`config.mk`:
```
export PLATFORM = sky130hd
export DESIGN_NAME = tcv_ctrl
export DESIGN_NICKNAME = d
export VERILOG_FILES = /design/src/tcv_pkg.sv /design/src/tcv_ctrl.sv /design/src/tcv_fifo.sv
export VERILOG_INCLUDE_DIRS = /design/src
export SDC_FILE = /design/constraint.sdc
export NUM_CORES = 1
export LEC_CHECK = 0
export BUFFER_PORTS_ARGS = -buffer_cell sky130_fd_sc_hd__buf_2
export CORE_ASPECT_RATIO = 0.75
export CORE_MARGIN = 2
export CORE_UTILIZATION = 44
export CTS_BUF_LIST = sky130_fd_sc_hd__clkbuf_8
export DETAILED_ROUTE_END_ITERATION = 16
export PLACE_DENSITY = 0.62
export SYNTH_ARGS = -nofsm -noshare
export SYNTH_HDL_FRONTEND = slang
export SYNTH_SLANG_ARGS = --single-unit
```
`constraint.sdc`:
```
create_clock -name sys_clk -period 6.3 [get_ports sys_clk]
set_clock_uncertainty 0.15 [all_clocks]
set_input_delay 1.26 -clock sys_clk [delete_from_list [all_inputs] [get_ports sys_clk]]
set_output_delay 1.26 -clock sys_clk [all_outputs]
set_load 0.02 [all_outputs]
```
`src/tcv_regs.svh`:
```
// Constants for the transfer controller vector fetch block
`ifndef TCV_REGS_SVH
`define TCV_REGS_SVH

`define TCV_SW_VEC_BASE    16'h0400
`define TCV_HW_VEC_BASE    16'h0420
`define TCV_LAST_VEC       16'h04F4
`define TCV_DESC_HI        8'hFF
`define TCV_DESC_WORDS     3'h6
`define TCV_FLD_MODE_A     3'h0
`define TCV_FLD_SRC        3'h1
`define TCV_FLD_MODE_B     3'h2
`define TCV_FLD_DST        3'h3
`define TCV_FLD_CNT_A      3'h4
`define TCV_FLD_CNT_B      3'h5
`define TCV_MODE_SIZE_BIT  8
`define TCV_MODE_CHAIN_BIT 7
`define TCV_MODE_DISEL_BIT 5
`define TCV_FIFO_DEPTH     16

`endif
```
`src/tcv_pkg.sv`:
```
// Types for the transfer controller vector fetch block
package tcv_pkg;
   typedef enum logic [3:0] {
      TCV_IDLE   = 4'b0000,
      TCV_VREAD  = 4'b0001,
      TCV_DREAD  = 4'b0010,
      TCV_DATRD  = 4'b0011,
      TCV_DATWR  = 4'b0100,
      TCV_WBACK  = 4'b0101,
      TCV_DONE   = 4'b0110
   } tcv_state_t;
endpackage

```
`src/tcv_ctrl.sv`:
```
// Transfer controller front end: activation, vector fetch, descriptor read, normal-mode move
// Operation
// - software vector address is base plus select bits six..zero shifted left one
// - read start pointer at vector, then descriptor, before any data move
// - vector entry is two bytes, low address bits of on-chip RAM
// - descriptor order mode A, source, mode B, destination, count A, count B
// - chained descriptors sit back to back and are fetched consecutively
// - each hardware source has a fixed vector, IRQ0 at 0420 onward
// - normal mode moves one byte or one word per activation
// - normal mode count spans 1 to 65,536 transfers
// - interrupt to processor possible when count runs out
// - normal mode count comes only from count word A
// - data read from source pointer, written to destination pointer
// - enable bit set routes interrupt to controller, else to processor
// - pending activations served software first, then vector table order
`timescale 1ns/1ps
`default_nettype none
`include "tcv_regs.svh"
module tcv_ctrl #(
   parameter int NSRC = 26,
   parameter int FIFO_W = 16,
   parameter int FIFO_D = `TCV_FIFO_DEPTH
) (
   input  wire logic                 sys_clk,
   input  wire logic                 resetn,
   input  wire logic [NSRC-1:0]      irq_req,
   input  wire logic [NSRC-1:0]      xfer_enable_bank,
   input  wire logic                 sw_activate,
   input  wire logic [6:0]           sw_vector_select,
   output logic      [NSRC-1:0]      cpu_irq,
   output logic                      bus_req,
   output logic                      bus_we,
   output logic                      bus_word,
   output logic      [23:0]          bus_addr,
   output logic      [15:0]          bus_wdata,
   input  wire logic                 bus_ack,
   input  wire logic [15:0]          bus_rdata,
   output logic                      busy,
   output logic                      done_irq,
   output logic      [4:0]           served_src
);
   import tcv_pkg::*;

   ////////////////////////////////////////////////////////////////////
   // Fixed hardware vector offsets, in table priority order
   localparam logic [15:0] VEC_TAB [26] = '{
      16'h0420, 16'h0422, 16'h0424, 16'h0426, 16'h0428, 16'h042A,
      16'h042C, 16'h042E, 16'h0438, 16'h0440, 16'h0442, 16'h0444,
      16'h0446, 16'h0450, 16'h0452, 16'h0458, 16'h045A, 16'h0480,
      16'h0482, 16'h0488, 16'h048A, 16'h04A2, 16'h04A4, 16'h04AA,
      16'h04AC, 16'h04F4};

   tcv_state_t  st_q, st_d;
   logic [23:0] dptr_q, dptr_d;
   logic [2:0]  idx_q, idx_d;
   logic [15:0] desc_q [6];
   logic [15:0] desc_d [6];
   logic [15:0] cnt_q, cnt_d;
   logic [4:0]  src_q, src_d;
   logic        sw_q, sw_d;
   logic        done_q, done_d;
   logic [NSRC-1:0] act;
   logic        hw_hit;
   logic [4:0]  hw_sel;
   logic        f_in_valid, f_in_ready, f_out_valid, f_out_ready;
   logic [15:0] f_out_data;

   ////////////////////////////////////////////////////////////////////
   // Activation routing and priority
   assign act     = irq_req & xfer_enable_bank;
   assign cpu_irq = irq_req & ~xfer_enable_bank;

   always_comb begin
      hw_hit = 1'b0;
      hw_sel = '0;
      for (int i = NSRC - 1; i >= 0; i--) begin
         if (act[i]) begin
            hw_hit = 1'b1;
            hw_sel = 5'(i);
         end
      end
   end

   ////////////////////////////////////////////////////////////////////
   // Data staging FIFO between read and write phases
   tcv_fifo #(.WIDTH(FIFO_W), .DEPTH(FIFO_D)) u_fifo (
      .sys_clk   (sys_clk),
      .resetn    (resetn),
      .in_valid  (f_in_valid),
      .in_ready  (f_in_ready),
      .in_data   (bus_rdata),
      .out_valid (f_out_valid),
      .out_ready (f_out_ready),
      .out_data  (f_out_data)
   );

   assign f_in_valid  = (st_q == TCV_DATRD) && bus_ack;
   assign f_out_ready = (st_q == TCV_DATWR) && bus_ack;

   ////////////////////////////////////////////////////////////////////
   // Bus request decode
   always_comb begin
      bus_req   = 1'b0;
      bus_we    = 1'b0;
      bus_addr  = '0;
      bus_wdata = '0;
      bus_word  = desc_q[`TCV_FLD_MODE_A][`TCV_MODE_SIZE_BIT];
      case (st_q)
         TCV_VREAD: begin
            bus_req  = 1'b1;
            bus_word = 1'b1;
            bus_addr = {8'h00, sw_q ?
               `TCV_SW_VEC_BASE + {8'h00, sw_vector_select, 1'b0}
               : VEC_TAB[src_q]};
         end
         TCV_DREAD: begin
            bus_req  = 1'b1;
            bus_word = 1'b1;
            bus_addr = dptr_q + {20'h0, idx_q, 1'b0};
         end
         TCV_DATRD: begin
            bus_req  = f_in_ready;
            bus_addr = {desc_q[`TCV_FLD_MODE_A][7:0], desc_q[`TCV_FLD_SRC]};
         end
         TCV_DATWR: begin
            bus_req   = f_out_valid;
            bus_we    = 1'b1;
            bus_addr  = {desc_q[`TCV_FLD_MODE_B][7:0], desc_q[`TCV_FLD_DST]};
            bus_wdata = f_out_data;
         end
         TCV_WBACK: begin
            bus_req   = 1'b1;
            bus_we    = 1'b1;
            bus_word  = 1'b1;
            bus_addr  = dptr_q + {20'h0, `TCV_FLD_CNT_A, 1'b0};
            bus_wdata = cnt_q;
         end
         default: ;
      endcase
   end

   ////////////////////////////////////////////////////////////////////
   // Sequencer
   always_comb begin
      st_d   = st_q;
      dptr_d = dptr_q;
      idx_d  = idx_q;
      desc_d = desc_q;
      cnt_d  = cnt_q;
      src_d  = src_q;
      sw_d   = sw_q;
      done_d = 1'b0;
      case (st_q)
         TCV_IDLE: begin
            if (sw_activate) begin
               sw_d = 1'b1;
               st_d = TCV_VREAD;
            end else if (hw_hit) begin
               sw_d  = 1'b0;
               src_d = hw_sel;
               st_d  = TCV_VREAD;
            end
         end
         TCV_VREAD: begin
            if (bus_ack) begin
               dptr_d = {`TCV_DESC_HI, bus_rdata};
               idx_d  = '0;
               st_d   = TCV_DREAD;
            end
         end
         TCV_DREAD: begin
            if (bus_ack) begin
               desc_d[idx_q] = bus_rdata;
               idx_d = idx_q + 3'h1;
               if (idx_q == `TCV_DESC_WORDS - 3'h1) begin
                  st_d = TCV_DATRD;
               end
            end
         end
         TCV_DATRD: begin
            if (f_in_valid && f_in_ready) begin
               st_d = TCV_DATWR;
            end
         end
         TCV_DATWR: begin
            if (f_out_ready && f_out_valid) begin
               cnt_d = desc_q[`TCV_FLD_CNT_A] - 16'h0001;
               st_d  = TCV_WBACK;
            end
         end
         TCV_WBACK: begin
            if (bus_ack) begin
               if (desc_q[`TCV_FLD_MODE_B][`TCV_MODE_CHAIN_BIT]) begin
                  dptr_d = dptr_q + 24'h00000C;
                  idx_d  = '0;
                  st_d   = TCV_DREAD;
               end else begin
                  done_d = (cnt_q == 16'h0000)
                     || desc_q[`TCV_FLD_MODE_B][`TCV_MODE_DISEL_BIT];
                  st_d   = TCV_DONE;
               end
            end
         end
         TCV_DONE: st_d = TCV_IDLE;
         default:  st_d = TCV_IDLE;
      endcase
   end

   always_ff @(posedge sys_clk or negedge resetn) begin
      if (!resetn) begin
         st_q   <= TCV_IDLE;
         dptr_q <= '0;
         idx_q  <= '0;
         desc_q <= '{default: 16'h0000};
         cnt_q  <= '0;
         src_q  <= '0;
         sw_q   <= 1'b0;
         done_q <= 1'b0;
      end else begin
         st_q   <= st_d;
         dptr_q <= dptr_d;
         idx_q  <= idx_d;
         desc_q <= desc_d;
         cnt_q  <= cnt_d;
         src_q  <= src_d;
         sw_q   <= sw_d;
         done_q <= done_d;
      end
   end

   assign busy       = (st_q != TCV_IDLE);
   assign done_irq   = done_q;
   assign served_src = src_q;
endmodule
`default_nettype wire

```
`src/tcv_fifo.sv`:
```
// Parameterised valid/ready FIFO for transfer data
`timescale 1ns/1ps
`default_nettype none
module tcv_fifo #(
   parameter int WIDTH = 16,
   parameter int DEPTH = 16
) (
   input  wire logic             sys_clk,
   input  wire logic             resetn,
   input  wire logic             in_valid,
   output logic                  in_ready,
   input  wire logic [WIDTH-1:0] in_data,
   output logic                  out_valid,
   input  wire logic             out_ready,
   output logic      [WIDTH-1:0] out_data
);
   localparam int AW = $clog2(DEPTH);
   logic [WIDTH-1:0] mem_q [DEPTH];
   logic [AW-1:0]    wr_q, wr_d, rd_q, rd_d;
   logic [AW:0]      cnt_q, cnt_d;
   logic             push, pop;

   assign in_ready  = (cnt_q != DEPTH[AW:0]);
   assign out_valid = (cnt_q != '0);
   assign out_data  = mem_q[rd_q];
   assign push      = in_valid && in_ready;
   assign pop       = out_valid && out_ready;

   always_comb begin
      wr_d  = push ? wr_q + 1'b1 : wr_q;
      rd_d  = pop ? rd_q + 1'b1 : rd_q;
      cnt_d = cnt_q + {{AW{1'b0}}, push} - {{AW{1'b0}}, pop};
   end

   always_ff @(posedge sys_clk or negedge resetn) begin
      if (!resetn) begin
         wr_q  <= '0;
         rd_q  <= '0;
         cnt_q <= '0;
      end else begin
         wr_q  <= wr_d;
         rd_q  <= rd_d;
         cnt_q <= cnt_d;
      end
   end

   always_ff @(posedge sys_clk) begin
      if (push) begin
         mem_q[wr_q] <= in_data;
      end
   end
endmodule
`default_nettype wire

```
==> summary.txt <==
Top cells by count, synth: edfxtp_1, dfrtp_1, nand2_1
HPWL after detailed placement: 33.25 mm
Synth Flop Type: edfxtp_1
Worst r2r src: st_q[0]
Postcts setup bufs: 0
Synth cell types: 75
Tcrit/Tclk final: 84.53%
Post-synthesis sequential area ratio: 59.29%
Hold path startpoint: desc_q[66]
Share of the synthesized area in the top cell type: 41.57%
Endpoint class of the critical path: output port
Max-Cap Viols: 0
Vias: 12460
Total CTS buffers: 59
Number of global-route vias before repair: 12250
Cells after Synth: 1372
HP Class: flop to flop
Crit path max-delay family: simple AND/OR/NAND/NOR gates
Clk sinks: 387
Synth area leaders: edfxtp_1, dfrtp_1, mux4_2
Largest net degree at the start of global routing: 89
Startpoint class of the critical path: flop
Starting DRT DRC Count: 1300
CTS tree: yes
Placement row count: 65
Status: completed
Initial antenna violation count: 1
Hold Buf Count CTS: 0
1st-pass router iterations: 6
Asr flop ratio synth: 33.85%
RSZ-0062 raised after global routing: no
Drt total wl: 50.26 mm
Leak: 7.877 nW
Clock buffer depth: 3
Cell Chain, Critical Path: nor2b_1 -> and2_1 -> a22oi_1 -> nor3b_1 -> a311oi_1 -> buf_2
Post-synth EDFFs: 256
Die area: 43700 sq um
GR Util All Layers: 23.36%
Core Util, Final: 49.93%
Syn. warnings: 0
F_max: 187.8 MHz
GRT overflow: 0
#FFs+latches synth: 387
PwrDens: 420.5 nW/um^2
DRC Markers: 0
RePlAce Congestion: 0.9313
Post-cts repair resize count: 0
Area growth syn-to-layout: 12.64%
Final nets: 1626
Die X-Extent: 240.7 um
Routed len/inst: 23.54 um
Diode count: 0
Leading area contributor after synthesis: edfxtp_1
ANT nets after route: 0
Worst slew pin tran: 1.191 ns
Layout cell share with drive strength beyond 1: 24.46%
Peak supply drop: 238.6 uV
Top Ports: 155
Initial core utilization: 44.33%
Setup violators final: 0
CTS clock-pin slew for the worst setup and hold paths: 0.06 ns
Arr. time, crit path: 3.92 ns
Syn Std Cell Area: 18490 sq um
H-tree depth: 2
Largest stage delay, worst path: 0.95 ns
Fin crit period: 5.325 ns
WS Path Type: flop to output port
Setup TNS: 0 ns
CP max stage cell: and2_1
Syn nets: 1480
Bufs and invs on worst path: 1
Port bufs: 154
Max_slew headroom: 20.61%
Hold WS: 0.3544 ns
First-pass GRT wire length: 76.14 mm
Clock latency on the worst-skew pair: 0.62 ns
Count leader, synth: edfxtp_1
Vias per cell: 5.838
Pins over their slew limit: 0
Critical Path Fanout Max: 25
Final Hold Fails: 0
Root Buffer: clkbuf_8
Mapped Avg Cell Area: 13.48 sq um
Core area: 41720 sq um
CP startpoint: st_q[0]
Worst path required time: 4.89 ns
Die Span Y: 181.6 um
-- layer usage --
metal | track usage, % | vias to the layer above | share of wire [%]
li1 | - | 5524 | -
met1 | 35.31 | 6250 | 46
met2 | 34.20 | 620 | 43
met3 | 5.093 | 68 | 8.8
met4 | 6.049 | 2 | 1.8
met5 | 0 | - | 0.026
-- layout make-up --
cell class	count	area (sq um)
fill	3632	20890
sequential	387	10970
multi-input combinational	876	7061
clock buffer	64	880.8
timing repair buffer	166	879.6
tap	569	711.9
clock inverter	45	221.5
inverter	28	105.1
-- path summary, 6_finish.rpt --
check	to	slack (ns)	cells after the start
setup / recovery	bus_addr[15]	0.97	6
hold / removal	desc_q[66]	0.35	1
setup reg to reg	u_fifo.mem_q[12][0]	1.63	5
hold reg to reg	desc_q[66]	0.35	1
max in group asynchronous	u_fifo.rd_q[1]	4.25	2
min in group asynchronous	dptr_q[21]	0.51	1
-- worst reg2reg max path, cell delays in order (launching register included) --
cell and delay, ns:
dfrtp_1 0.93, nor2b_1 0.47, and2_1 0.95, and3_1 0.57, and3_1 0.26, and2_1 0.93
-- kinds of logic (layout without fill, tap and decap cells) --
family                     Yosys count  after routing  share of synthesized area [%]
DFF                                387            387                          59.29
and+or+nand+nor                    365            365                          10.23
AOI/OAI and AO/OA                  256            256                          8.734
muxes                              172            172                          14.59
buffers and inverters              109            303                          2.557
xor gates and xnor gates            54             54                          2.557
adders and majority gates           29             29                          2.043
-- through the flow --
| stage | setup WS (ns) | power (W) | cells | instance area, sq um |
|---|---|---|---|---|
| detailed placement | 1.745 | 0.006813 | 2026 | 19730 |
| floorplan | 2.593 | 0.005819 | 1372 | 18490 |
| CTS | 1.059 | 0.008767 | 2135 | 20830 |
| finish | 0.9745 | 0.008759 | 2135 | 20830 |
| global route | 0.7990 | 0.009251 | 2135 | 20830 |
| global placement | 1.870 | 0.006780 | 2026 | 19730 |
-- sequential cells by signal, indices dropped and copies added, names as in the netlist --
register	cells
done_irq	1
dptr_q	24
desc_q	65
u_fifo.wr_q	4
u_fifo.mem_q	256
served_src	5
cnt_q	16
u_fifo.rd_q	4
sw_q	1
u_fifo.cnt_q	5
idx_q	3
st_q	3
-- layout by cell type, fill, tap and decap left out, drive strengths merged, types with 11 or more instances in the layout --
master / netlist / final
a21oi: 82 / 82
edfxtp: 256 / 256
nor4: 16 / 16
ha: 27 / 27
dfrtp: 131 / 131
clkbuf: 47 / 64
xor2: 17 / 17
a31oi: 11 / 11
nand2b: 12 / 12
buf: 34 / 166
mux2: 74 / 74
nor3: 20 / 20
and2: 20 / 20
a22oi: 18 / 18
nor2: 63 / 63
o21ai: 65 / 65
clkinv: 1 / 19
nand3: 26 / 26
nor2b: 37 / 37
nand2: 118 / 118
o22ai: 12 / 12
mux2i: 34 / 34
mux4: 64 / 64
xnor2: 37 / 37
inv: 27 / 52
nand4: 19 / 19
-- power by group --
| part | switching, W | total [W] | internal [W] |
|---|---|---|---|
| Clock | 0.000973 | 0.00195 | 0.000976 |
| Sequential | 0.000644 | 0.00373 | 0.00309 |
| Combinational | 0.00171 | 0.00308 | 0.00137 |
| Total | 0.00333 | 0.00876 | 0.00543 |
No activity file was read; power rests on OpenSTA's default activity.
